`config.mk`:
```
export PLATFORM = sky130hd
export DESIGN_NAME = rpm_reset_pin_and_port_a_mux
export DESIGN_NICKNAME = d
export VERILOG_FILES = /design/src/rpm_pkg.sv /design/src/rpm_reset_pin_and_port_a_mux.sv
export SDC_FILE = /design/constraint.sdc
export NUM_CORES = 1
export LEC_CHECK = 0
export BUFFER_PORTS_ARGS = -buffer_cell sky130_fd_sc_hd__buf_2
export CAP_MARGIN = 20
export CORE_UTILIZATION = 40
export DETAILED_ROUTE_END_ITERATION = 12
export GPL_ROUTABILITY_DRIVEN = 0
export GPL_TIMING_DRIVEN = 0
export PLACE_DENSITY = 0.8
export SYNTH_ARGS = -nofsm -noshare
export SYNTH_HDL_FRONTEND = slang
export SYNTH_SLANG_ARGS = --single-unit
```
`constraint.sdc`:
```
create_clock -name i_clk -period 1.4 [get_ports i_clk]
set_clock_uncertainty 0.2 [all_clocks]
set_input_delay 0.14 -clock i_clk [delete_from_list [all_inputs] [get_ports i_clk]]
set_output_delay 0.14 -clock i_clk [all_outputs]
set_load 0.1 [all_outputs]
```
`src/rpm_pkg.sv`:
```
package rpm_pkg;
    // ------------------------------------------------------------
    // Pin function encodings
    // ------------------------------------------------------------
    // Pin function: primary (port or reset) or alternate
    typedef enum logic {
        RPM_FUNC_PRIMARY,
        RPM_FUNC_ALTERNATE
    } rpm_func_type;

    // ------------------------------------------------------------
    // Widths and counts
    // ------------------------------------------------------------
    localparam int RPM_LOW_PINS = 4;
    // Internal clocks between end of external request and release
    localparam int RPM_RELEASE_CYCLES = 16;
    localparam logic [4:0] RPM_RELEASE_LAST = 5'(RPM_RELEASE_CYCLES - 1);
    localparam logic [4:0] RPM_CNT_ZERO = 5'h00;
    localparam logic [4:0] RPM_CNT_ONE = 5'h01;
    // Reset values of the software controls
    localparam logic RPM_RST_FUNC = 1'b0;
    localparam logic [3:0] RPM_RST_DIR = 4'h0;
    localparam logic [3:0] RPM_RST_DATA = 4'h0;

    // Per-pin pad drive bundle
    typedef struct packed {
        logic [3:0] out;
        logic [3:0] oe;
    } rpm_pad_drive_type;
endpackage

```
`src/rpm_reset_pin_and_port_a_mux.sv`:
```
// Operation
// - Leaving reset, every pin takes primary function
// - Alternate function only after software selects it
// - Low reset pin holds chip in reset
// - Release reset synchronously, fixed clocks after request
// - Reset pin as port bit: input or open-drain
// - Reset pin in port mode ignores reset action
// - Port bits 0-3 have independent direction
// - Alternate function on port bits 0-3 drives matching pulse channel, output only
module rpm_reset_pin_and_port_a_mux #(
    parameter int RELEASE_CYCLES = rpm_pkg::RPM_RELEASE_CYCLES
) (
    input wire logic i_clk,
    input wire logic i_srst,
    // Other reset sources: power-on, watchdog, software
    input wire logic i_por_rst,
    input wire logic i_watchdog_reset_source,
    input wire logic i_soft_rst,
    // Reset pad, active low in reset role
    input wire logic i_reset_pin_n,
    // Software controls
    input wire logic i_rst_pin_func_sel,
    input wire logic i_rst_pin_out_low,
    input wire logic [3:0] i_low_func_sel,
    input wire logic [3:0] i_low_dir_out,
    input wire logic [3:0] i_low_data_out,
    // Pulse channels zero to three from the motor-control timer
    input wire logic [3:0] i_pulse_out,
    // Low port pads
    input wire logic [3:0] i_low_pad_in,
    output logic [3:0] o_low_pad_out,
    output logic [3:0] o_low_pad_oe,
    output logic [3:0] o_low_pad_in_data,
    // Reset pad as port bit
    output logic o_reset_pin_port_bit_out,
    output logic o_reset_pin_port_bit_oe,
    output logic o_reset_pin_port_bit_in_data,
    // Chip-wide internal reset, active high
    output logic o_chip_rst
);
    // ------------------------------------------------------------
    // Reset pin synchroniser
    // ------------------------------------------------------------
    // Three stages; change counts once stages two and three agree
    // The pad is asynchronous to i_clk, so stage one may go metastable;
    // only stages two and three feed the filter below.
    logic [2:0] rpin_sync_q; // Shift chain, bit 0 nearest the pad
    logic rpin_level_q; // Filtered pad level, high is idle
    logic rpin_level_d; // Next filtered level
    // Shift chain has no reset: it refills from the pad in three clocks
    always_ff @(posedge i_clk) begin
        rpin_sync_q <= {rpin_sync_q[1:0], i_reset_pin_n};
    end
    // Two agreeing stages move the level; a lone glitch is held off
    assign rpin_level_d = (rpin_sync_q[2] == rpin_sync_q[1]) ? rpin_sync_q[2] : rpin_level_q;
    // Filter register; idle high so leaving reset sees no false request
    always_ff @(posedge i_clk) begin
        if (i_srst) begin
            rpin_level_q <= 1'b1;
        end else begin
            rpin_level_q <= rpin_level_d;
        end
    end

    // ------------------------------------------------------------
    // Function selects
    // ------------------------------------------------------------
    // Registered so the pads see one clean edge per change
    // Software may change the selects in any cycle; a register between
    // the controls and the pad mux keeps decode hazards off the pads.
    rpm_pkg::rpm_func_type rst_func_q; // Reset pad role
    logic [3:0] low_func_q; // Per bit: 1 selects the pulse channel
    logic [3:0] dir_q; // Per bit: 1 drives the pad
    logic [3:0] data_q; // Port output data
    logic rst_low_q; // Pull reset pad low in port mode
    logic chip_rst_q; // Internal reset, high while any source holds
    wire any_rst = i_srst | chip_rst_q;
    // Controls are frozen at their reset values while internal reset holds
    always_ff @(posedge i_clk) begin
        if (any_rst) begin
            rst_func_q <= rpm_pkg::RPM_FUNC_PRIMARY;
            low_func_q <= {rpm_pkg::RPM_LOW_PINS{rpm_pkg::RPM_RST_FUNC}};
            dir_q <= rpm_pkg::RPM_RST_DIR;
            data_q <= rpm_pkg::RPM_RST_DATA;
            rst_low_q <= 1'b0;
        end else begin
            // Only a software write moves a pin off primary
            rst_func_q <= rpm_pkg::rpm_func_type'(i_rst_pin_func_sel);
            low_func_q <= i_low_func_sel;
            dir_q <= i_low_dir_out;
            data_q <= i_low_data_out;
            rst_low_q <= i_rst_pin_out_low;
        end
    end

    // ------------------------------------------------------------
    // Internal reset generation
    // ------------------------------------------------------------
    // Pin request only counts in reset role
    wire pin_rst_req = (rst_func_q == rpm_pkg::RPM_FUNC_PRIMARY) & ~rpin_level_q;
    // Power-on, watchdog and software reset act in either pad role
    wire other_rst_req = i_por_rst | i_watchdog_reset_source | i_soft_rst;
    wire rst_req = pin_rst_req | other_rst_req | i_srst;
    logic [4:0] rel_cnt_q; // Clocks counted since the last request
    // Limitation: the counter is five bits, so RELEASE_CYCLES must stay at or below 32
    wire [4:0] rel_last = 5'(RELEASE_CYCLES - 1);
    // Any new request restarts the count, so release is always a full count late
    always_ff @(posedge i_clk) begin
        if (rst_req) begin
            // Held in reset while any source asserts
            chip_rst_q <= 1'b1;
            rel_cnt_q <= rpm_pkg::RPM_CNT_ZERO;
        end else if (chip_rst_q) begin
            // Count clocks before a synchronous release
            if (rel_cnt_q == rel_last) begin
                chip_rst_q <= 1'b0;
            end
            rel_cnt_q <= rel_cnt_q + rpm_pkg::RPM_CNT_ONE;
        end
    end
    assign o_chip_rst = chip_rst_q;

    // ------------------------------------------------------------
    // Pad drive selection
    // ------------------------------------------------------------
    rpm_pkg::rpm_pad_drive_type drv_d; // Next pad drive
    rpm_pkg::rpm_pad_drive_type drv_q; // Pad drive flops, no logic after them
    // Alternate: pulse channel, always output; primary: port direction
    assign drv_d.out = (low_func_q & i_pulse_out) | (~low_func_q & data_q);
    assign drv_d.oe = low_func_q | dir_q;
    // Pads released during reset; the pull-ups then hold the lines
    // The trade-off is one clock of latency for a glitch-free pad
    always_ff @(posedge i_clk) begin
        if (any_rst) begin
            drv_q <= '0;
        end else begin
            drv_q <= drv_d;
        end
    end
    assign o_low_pad_out = drv_q.out;
    assign o_low_pad_oe = drv_q.oe;
    assign o_low_pad_in_data = i_low_pad_in;

    // Open drain: only ever pulls low, never drives high
    logic rpo_oe_q; // Pull-low enable for the reset pad
    // Enable only in port mode; in reset role the pad is an input
    always_ff @(posedge i_clk) begin
        if (any_rst) begin
            rpo_oe_q <= 1'b0;
        end else begin
            rpo_oe_q <= (rst_func_q == rpm_pkg::RPM_FUNC_ALTERNATE) & rst_low_q;
        end
    end
    assign o_reset_pin_port_bit_out = 1'b0;
    assign o_reset_pin_port_bit_oe = rpo_oe_q;
    assign o_reset_pin_port_bit_in_data = rpin_level_q;
endmodule

```
After elaboration in Yosys (flattened, before gate mapping) --
Cells that the tools add are included.
Word-level totals: register bits 33, bits of input ports 28, output and inout bits 16, word-level logic and storage cells 31
Operators by class: add/subtract/negate cells 1, equal/unequal tests 2, muxes and demuxes 2, bitwise gates (word level) 14
Operator list (number):
- $and A4 B4 Y4 | 2
- $or A4 B4 Y4 | 2
- $add A5 B1 Y5 const B | 1
- $eq A5 B4 Y1 const B | 1
- $or A1 B1 Y1 | 5
- $not A4 Y4 | 1
- $and A1 B1 Y1 | 2
- $mux W1 | 2
- $not A1 Y1 | 2
- $eq A1 B1 Y1 | 1

Longest topological paths before layout --
Gate-level depths: netlist of run 1.
word-level depth 4, mapped depth 5, gate-level depth less buffers 5

Worst setup path before layout of run 1 --
OpenSTA, ideal clock, no wires.
path kind register to register, start point register chip_rst_q, in the netlist o_chip_rst, end point register rel_cnt_q[2], library setup time 0.125 ns, arrival 1.544 ns, data required time 1.075 ns, setup slack -0.469 ns, cell stages (with the launch flop) 5, path buffers 1, clock period less this slack 1.869 ns, cell sequence dfxtp_1 buf_4 nand2_1 xor2_1 nor2_1
RTL lines:
- from (decl) | RTL line rpm_reset_pin_and_port_a_mux.sv:76 | logic chip_rst_q;
- from (signal assigned) | RTL line rpm_reset_pin_and_port_a_mux.sv:111 | chip_rst_q <= 1'b1;
- from (signal assigned) | RTL line rpm_reset_pin_and_port_a_mux.sv:116 | chip_rst_q <= 1'b0;
- to (signal assigned) | RTL line rpm_reset_pin_and_port_a_mux.sv:112 | rel_cnt_q <= rpm_pkg::RPM_CNT_ZERO;
- to (signal assigned) | RTL line rpm_reset_pin_and_port_a_mux.sv:118 | rel_cnt_q <= rel_cnt_q + rpm_pkg::RPM_CNT_ONE;
- to (decl) | RTL line rpm_reset_pin_and_port_a_mux.sv:104 | logic [4:0] rel_cnt_q;

Worst setup path in the final report of run 1 --
start point input i_por_rst, end point register chip_rst_q, in the netlist o_chip_rst
Between the ends: longest elaborated chain between the ends 4
RTL lines:
- from (decl) | RTL line rpm_reset_pin_and_port_a_mux.sv:16 | input wire logic i_por_rst,
- $or A1 B1 Y1 (2 in a row) | RTL line rpm_reset_pin_and_port_a_mux.sv:102 | wire other_rst_req = i_por_rst | i_watchdog_reset_source | i_soft_rst;
- $or A1 B1 Y1 (2 in a row) | RTL line rpm_reset_pin_and_port_a_mux.sv:103 | wire rst_req = pin_rst_req | other_rst_req | i_srst;
No other way between the ends. A chain may end at the register's enable or synchronous reset.

==> metrics list, run 1 <==
* Status: finished, violations left
* Violated checks: negative hold slack, negative setup slack
- Hold slack final: -0.02568 ns
- Starting utilization of the core area: 0.4289
- Buffer depth of the longest clock path: 2
* Post-Syn Area per Cell: 11.66 um^2
- Category of cells accounting for the largest share of critical-path delay: buffers and inverters
* TritonCTS buffer count: 5
- Critical path data required time: 1.43 ns
* Clk Tree Root Cell: sky130_fd_sc_hd__clkbuf_4
* Synth top area share: 0.6161
- The smallest clock period supported by the final layout is computed as 1.416 ns.
- Final Worst Setup Slack: -0.01565 ns
* Total power consumption of the routed design: 1.622 mW
- H-Tree Level Count: 2
- Iteration-0 DRC count of the detailed router: 7
- Detailed-route DRC error count: 0
* Ys async rst share: 0
- Finished Core Util: 0.6732
- Die Area: 0.002892 mm^2
* Std cell rows: 18
- List of most frequent post-synthesis cells: sky130_fd_sc_hd__dfxtp_1 (33), sky130_fd_sc_hd__and2_1 (14), sky130_fd_sc_hd__buf_4 (6), sky130_fd_sc_hd__nor2_1 (6), sky130_fd_sc_hd__mux2i_1 (5)
- Data on the critical path arrives at its endpoint at 1.44 ns.
- Number of antenna-violating nets in the routed design: 0
* Input/output buffers: 38
- In this run, post-CTS hold repair placed 21 buffers.
* P_leak: 0.7370 nW
- After technology mapping, the gate count stands at 92.
* Slack of the worst reg-to-reg path: 0.04 ns
- Once placement finished, the instance area stood at 0.001309 mm^2.
* Maximum clock frequency: 0.7064 GHz
- Critical Path Fanout Max: 6
- Max-slew violation count: 0
* Classification of the worst-slack hold path: in2reg
* Ordered cell list for the critical path: dlygate4sd3_1 > buf_2 > nor4_4 > o21ai_2 > a21o_2
* Largest stage delay on the critical path: 0.54 ns
- For the worst-skew pair, the clock arrives at the later sink with an insertion delay of 0.32 ns.
* Clock slew seen by the registers of the worst setup and hold paths: 0.09 ns
- Clock Sink Count: 33
- Crit Path Class: in2reg
- Synthesis inferred 33 register bits.
* Type of origin of the critical path: input pin
* Most frequent cell after synthesis: sky130_fd_sc_hd__dfxtp_1
* Synth Flop Type: sky130_fd_sc_hd__dfxtp_1
- The synthesized netlist occupies a cell area of 0.001072 mm^2.
- Worst setup EP type: flop
- The pre-antenna-repair detailed-routing pass consisted of 4 iterations.
- Setup violations, final: 1
- After detailed routing, the average wire length per cell comes to 12.55 um.
- Across all layers, the routed design uses 860 vias.
- Vertical die dimension: 53.78 um
* Core Area: 0.002500 mm^2
- For this run, the total global-route usage over all layers was measured as 0.1981.
- In the final layout, the share of cells above drive strength 1 is 0.4121.
* I/O pin total: 44
- Routed vias/inst: 4.410
- Top area cells in the synthesized netlist: sky130_fd_sc_hd__dfxtp_1 (62%), sky130_fd_sc_hd__and2_1 (8.2%), sky130_fd_sc_hd__mux2i_1 (4.7%), sky130_fd_sc_hd__buf_4 (4.2%), sky130_fd_sc_hd__o21a_1 (2.8%)
- For this design the ratio of total power to cell area is 963.6 mW/mm^2.
* Vias in the first global route: 890
- Area added between synthesis and finish: 56.94%
- EDFF count, synth: 0
* Synth Net Count: 122
* Width of the die: 53.78 um
- The first global-routing pass estimated 3788 um of wire.
- Global routing finished with a remaining overflow of 0.
- The critical path contains buffers and inverters numbering 2 combined.
- The number of hold-slack violations in the final timing report is 5.
- Of the synthesized area, sequential elements account for 0.6161.
- TritonCTS built the clock tree.
- Entering global routing, the biggest net connects 11 pins.
- Initial antenna violation count: 0
- Max-cap violations in this run came to 0.
* Synth cell types: 23
* Largest vdd supply drop: 0.8994 mV
- Of all cell types, the one taking the most synthesized area is sky130_fd_sc_hd__dfxtp_1.
- The wire-length estimate of the detail-placed layout is 1350 um.
- Post-layout nets: 194
* Post-layout instance area: 0.001683 mm^2
- Dividing the final minimum period by the clock period gives 1.011.
* Number of antenna diodes: 0
- Yosys printed 0 warnings.
* Routed wire length: 2447 um
- Cell with the biggest individual delay on the critical path: sky130_fd_sc_hd__dlygate4sd3_1
==> power by group <==
group | switching (mW) | internal [mW]
registers | 0.00517 | 0.944
logic | 0.104 | 0.0829
clock network | 0.286 | 0.200
==> metal layers <==
layer  vias to the layer above  track usage  share of wire
li1                        438            -              -
met1                       388       0.1930           0.36
met2                        34       0.3745           0.58
met3                         0      0.07627          0.055
met4                         0      0.06579              0
met5                         -            0              0
==> registers in the layout (all words and copies together), names as in the netlist, 3 cells and up <==
signal / flops
rel_cnt_q: 5
data_q: 4
dir_q: 4
low_func_q: 4
o_low_pad_oe: 4
o_low_pad_out: 4
rpin_sync_q: 3
==> area by class of cell <==
class	instances	area [um^2]
fillers	184	817.0
flip-flops and latches	33	668.1
repair buffers	65	475.5
multi-input cells	50	392.9
plain buffers	7	52.55
clock buffers	8	48.80
well taps	30	37.54
inverters	2	7.507
==> per-stage QoR <==
step,cells,TNS [ns],hold WS [ns],setup WS (ns)
2_1_floorplan,92,0,-0.03228,0.02451
3_3_place_gp,160,-0.0004156,0.04333,-0.0004156
3_5_place_dp,160,-0.04445,0.04578,-0.04445
4_1_cts,190,0,-0.05952,0.0007812
5_1_grt,195,-0.09930,-0.01751,-0.05669
6_report,195,-0.01565,-0.02568,-0.01565
==> cell usage in the layout (no fill, tap or decap) <==
| cell type | count |
|---|---|
| sky130_fd_sc_hd__buf_2 | 26 |
| sky130_fd_sc_hd__nor3_1 | 4 |
| sky130_fd_sc_hd__inv_1 | 2 |
| sky130_fd_sc_hd__a21o_2 | 1 |
| sky130_fd_sc_hd__o21a_1 | 4 |
| sky130_fd_sc_hd__xor2_1 | 2 |
| sky130_fd_sc_hd__nand2_1 | 1 |
| sky130_fd_sc_hd__and2_1 | 14 |
| sky130_fd_sc_hd__mux2i_1 | 5 |
| sky130_fd_sc_hd__dlygate4sd3_1 | 21 |
| sky130_fd_sc_hd__a21oi_1 | 1 |
| sky130_fd_sc_hd__o21ai_2 | 1 |
| sky130_fd_sc_hd__a211oi_2 | 1 |
| sky130_fd_sc_hd__and3_4 | 1 |
| sky130_fd_sc_hd__nor4_4 | 1 |
| sky130_fd_sc_hd__xnor2_1 | 1 |
| sky130_fd_sc_hd__ha_4 | 2 |
| sky130_fd_sc_hd__nand4_1 | 1 |
| sky130_fd_sc_hd__dfxtp_2 | 3 |
| sky130_fd_sc_hd__dfxtp_1 | 29 |
| sky130_fd_sc_hd__buf_4 | 20 |
| sky130_fd_sc_hd__clkbuf_1 | 3 |
| sky130_fd_sc_hd__and3_1 | 1 |
| sky130_fd_sc_hd__clkbuf_4 | 10 |
| sky130_fd_sc_hd__conb_1 | 1 |
| sky130_fd_sc_hd__o21bai_1 | 1 |
| sky130_fd_sc_hd__nor2_4 | 1 |
| sky130_fd_sc_hd__nor2_1 | 6 |
| sky130_fd_sc_hd__dfxtp_4 | 1 |
==> worst register-to-register path: stages (launching register included) <==
cell                       delay (ns)
sky130_fd_sc_hd__dfxtp_2         0.35
sky130_fd_sc_hd__ha_4            0.16
sky130_fd_sc_hd__and3_4          0.18
sky130_fd_sc_hd__ha_4            0.21
sky130_fd_sc_hd__a211oi_2        0.20
==> cell families after synthesis <==
family,synth area share
fa+ha+maj,0.02333
other cells,0.003497
buf+inv,0.05367
compound gates,0.06768
xor+xnor,0.02451
flops,0.6161
mux,0.04668
simple gates,0.1645
==> path summary, 6_finish.rpt <==
path | start | to | cells past startpoint
hold reg to reg | rpin_sync_q[0] | rpin_sync_q[1] | 0
hold / removal | i_soft_rst | rel_cnt_q[0] | 4
setup / recovery | i_por_rst | o_chip_rst | 5
setup reg to reg | rel_cnt_q[0] | rel_cnt_q[4] | 4
==> timing repair <==
action / CTS / global route
resized for setup: 11 / 7
endpoints found under the hold margin: 26 / 5
endpoints found under the setup margin: 10 / 15
setup buffers: 1 / 5
pin swaps: 2 / 1
No activity file was read; power rests on OpenSTA's default activity.
==> run 2: changes to the inputs <==
Settings changed: BUFFER_PORTS_ARGS -buffer_cell sky130_fd_sc_hd__buf_2 to -buffer_cell sky130_fd_sc_hd__clkbuf_2, CORE_UTILIZATION 40 to 45, PLACE_DENSITY 0.8 to 0.84.
Clock period 1.4 ns to 1.35 ns, I/O delays scaled along.
==> run 2 against run 1 <==
The flow finishes with violations (negative hold slack); global-route usage increased by 2.7 points; register-to-register slack about the same; final area increased by 0.37%; non-clock buffer count decreased by 3; total power increased by 11%; final cell count decreased by 2.6%; sequential share of layout area about the same; critical path depth unchanged; sequential cell count unchanged; routed wire length increased by 0.49%; hold slack got worse by 0.021 ns; combinational power increased by 5%; critical path type unchanged; critical endpoint unchanged; largest cell class unchanged; highest routed layer is now met4.
==> metrics list, run 2 (synthesized netlist as in run 1, its figures left out) <==
* Critical path data required time: 1.39 ns
- Flip-flop count of the largest register after layout: 5
- Final sum of negative setup slack: 0 ns
- Worst Tran Pin Value: 0.5394 ns
- Largest vdd supply drop: 1.165 mV
- Detailed-route DRC error count: 0
* Ordered cell list for the critical path: dlygate4sd3_1 > clkbuf_2 > nor4_4 > o21ai_2 > a21o_2
- The final count of pins violating max slew was 0.
* Fill count: 139
- Final hold viol count: 6
- In this run the most critical hold path is launched from i_watchdog_reset_source.
- Counting cells, the worst reg-to-reg path comes to 5.
- Clock-pin slew was measured on the worst setup and hold paths at 0.10 ns.
- Slack of the worst reg-to-reg path: 0.03 ns
- On the worst path, the slowest cell contributes a delay of 0.54 ns.
- CTS tree: done
- Power per cell area: 1069 mW/mm^2
- Maximum clock frequency: 0.7557 GHz
* Clock Sink Count: 33
- The register with the most flip-flops in the final layout is rel_cnt_q.
- Headroom to the max-slew limit: 0.6419
- Setup violations remaining at the end of the flow were counted as 0.
* FF-to-FF Start: rel_cnt_q[1]
* Max_cap viols: 0
* Clk Tree Root Cell: sky130_fd_sc_hd__clkbuf_4
* Routed wire length: 2459 um
- Violated checks: negative hold slack
- Classification of the worst-slack hold path: in2reg
- Number of antenna-violating nets in the routed design: 0
- Post-layout nets: 191
- Of the available clock period, the critical path in the final layout requires 0.9802.
- # hold bufs at CTS: 21
* Iteration-0 DRC count of the detailed router: 4
* Critical Path AT: 1.37 ns
- For this configuration, the core starts out at a cell density of 0.4801.
* Worst setup EP type: flop
* R2r endpoint: o_chip_rst
- GRT Resource Usage Total: 0.2252
* Initial antenna violation count: 0
- Total power consumption of the routed design: 1.806 mW
* Buffer depth of the longest clock path: 2
* Wire length of the first global-routing pass: 3988 um
* Number of vias in the routed layout: 878
- Drt wl/cell: 12.94 um
* Routed vias/inst: 4.621
* Input/output buffers: 38
* I/O pin total: 44
* Crit Path Class: in2reg
- Share of layout cells above drive strength 1: 0.4198
- The slowest stage of the critical path belongs to the cell sky130_fd_sc_hd__dlygate4sd3_1.
- Summed over all cells, the static leakage comes to 0.7462 nW.
* Clock latency of the later-clocked register in the worst-skew pair: 0.34 ns
* Hold endpoint: rel_cnt_q[0]
- Row generation in the floorplan step produced 17 rows.
* Status: finished, violations left
- Die Area: 0.002582 mm^2
* Critical Path Fanout Max: 6
- The worst hold path was traced through 4 stages.
* Type of origin of the critical path: input pin
* Non-filler instance count after layout: 190
- Remaining global-route overflow: 0
* Most frequent cells in the layout: sky130_fd_sc_hd__dfxtp_1 (29), sky130_fd_sc_hd__clkbuf_2 (27), sky130_fd_sc_hd__dlygate4sd3_1 (21), sky130_fd_sc_hd__and2_1 (14), sky130_fd_sc_hd__buf_4 (13)
- In this run, placement finished with an instance count of 158.
- The first detailed-routing pass took 3 iterations.
* Maximum number of pins on one net before global-route repair: 11
- Hold slack final: -0.04699 ns
* Width of the die: 50.82 um
- Core Area: 0.002233 mm^2
* Vias in the first global route: 936
- TritonCTS buffer count: 5
- Number of antenna diodes: 0
* Vertical die dimension: 50.82 um
* HPWL Detailed: 1362 um
* H-Tree Level Count: 2
- Fin crit period: 1.323 ns
- Leaving out fill and tap cells, the most frequent cell in the layout is sky130_fd_sc_hd__dfxtp_1.
* Area added between synthesis and finish: 57.53%
-- run 2: area by class of cell --
| cell class | instances | area (um^2) | share of cell area |
|---|---|---|---|
| Buffer | 7 | 50.05 | 0.02963 |
| Clock buffer | 7 | 65.06 | 0.03852 |
| Clock inverter | 1 | 5.005 | 0.002963 |
| Inverter | 2 | 7.507 | 0.004444 |
| Multi-Input combinational cell | 50 | 392.9 | 0.2326 |
| Sequential cell | 33 | 670.6 | 0.3970 |
| Tap cell | 28 | 35.03 | 0.02074 |
| Timing Repair Buffer | 62 | 462.9 | 0.2741 |
-- run 2: how the worst max path moves through the flow --
| stage | from | to | depth (start not counted) |
|---|---|---|---|
| detailed placement | rel_cnt_q[1] | rel_cnt_q[4] | 4 |
| CTS | rel_cnt_q[0] | rel_cnt_q[4] | 4 |
| finish | i_soft_rst | o_chip_rst | 5 |
| floorplan | rel_cnt_q[1] | rel_cnt_q[4] | 4 |
| global route | i_soft_rst | o_chip_rst | 5 |
| global placement | rel_cnt_q[1] | rel_cnt_q[4] | 4 |
-- run 2: worst max-delay path, delay by kind of cell --
kind,cells,cell delay [ns]
buf+inv,2,0.66
compound gates,2,0.35
simple gates,1,0.22
-- run 2: metrics by stage --
stage               setup WS [ns]  hold WS, ns  cell area (um^2)  utilization
global route             -0.01275     -0.04105              1689       0.7563
global placement         -0.02506      0.04068              1310       0.5866
detailed placement       -0.07151      0.03891              1310       0.5866
CTS                      0.005793     -0.08566              1673       0.7490
floorplan               -0.001759     -0.03728              1085            -
finish                    0.02667     -0.04699              1689       0.7563
-- run 2: per-layer routing --
metal,part of all wire,wire (um),global-route usage,vias to the layer above
met4,0.031,75,0.1435,0
li1,-,-,-,431
met3,0.064,157,0.09524,10
met1,0.37,901,0.2140,403
met2,0.54,1325,0.3956,34
met5,0,0,0,-
-- run 2: power breakdown --
part / total [mW] / switching (mW) / internal, mW / leakage [nW]
Combinational: 0.196 / 0.109 / 0.0869 / 0.437
Clock: 0.626 / 0.325 / 0.302 / 0.0413
Sequential: 0.983 / 0.00548 / 0.978 / 0.268
Total: 1.81 / 0.440 / 1.37 / 0.746
-- run 2: what timing repair did --
item                                    in CTS  in global routing
resized for setup                           16                  5
pin swaps                                    3                  2
buffers inserted                             2                  1
endpoints found under the hold margin       26                  6
endpoints found under the setup margin      13                  6
cloned                                       0                  0
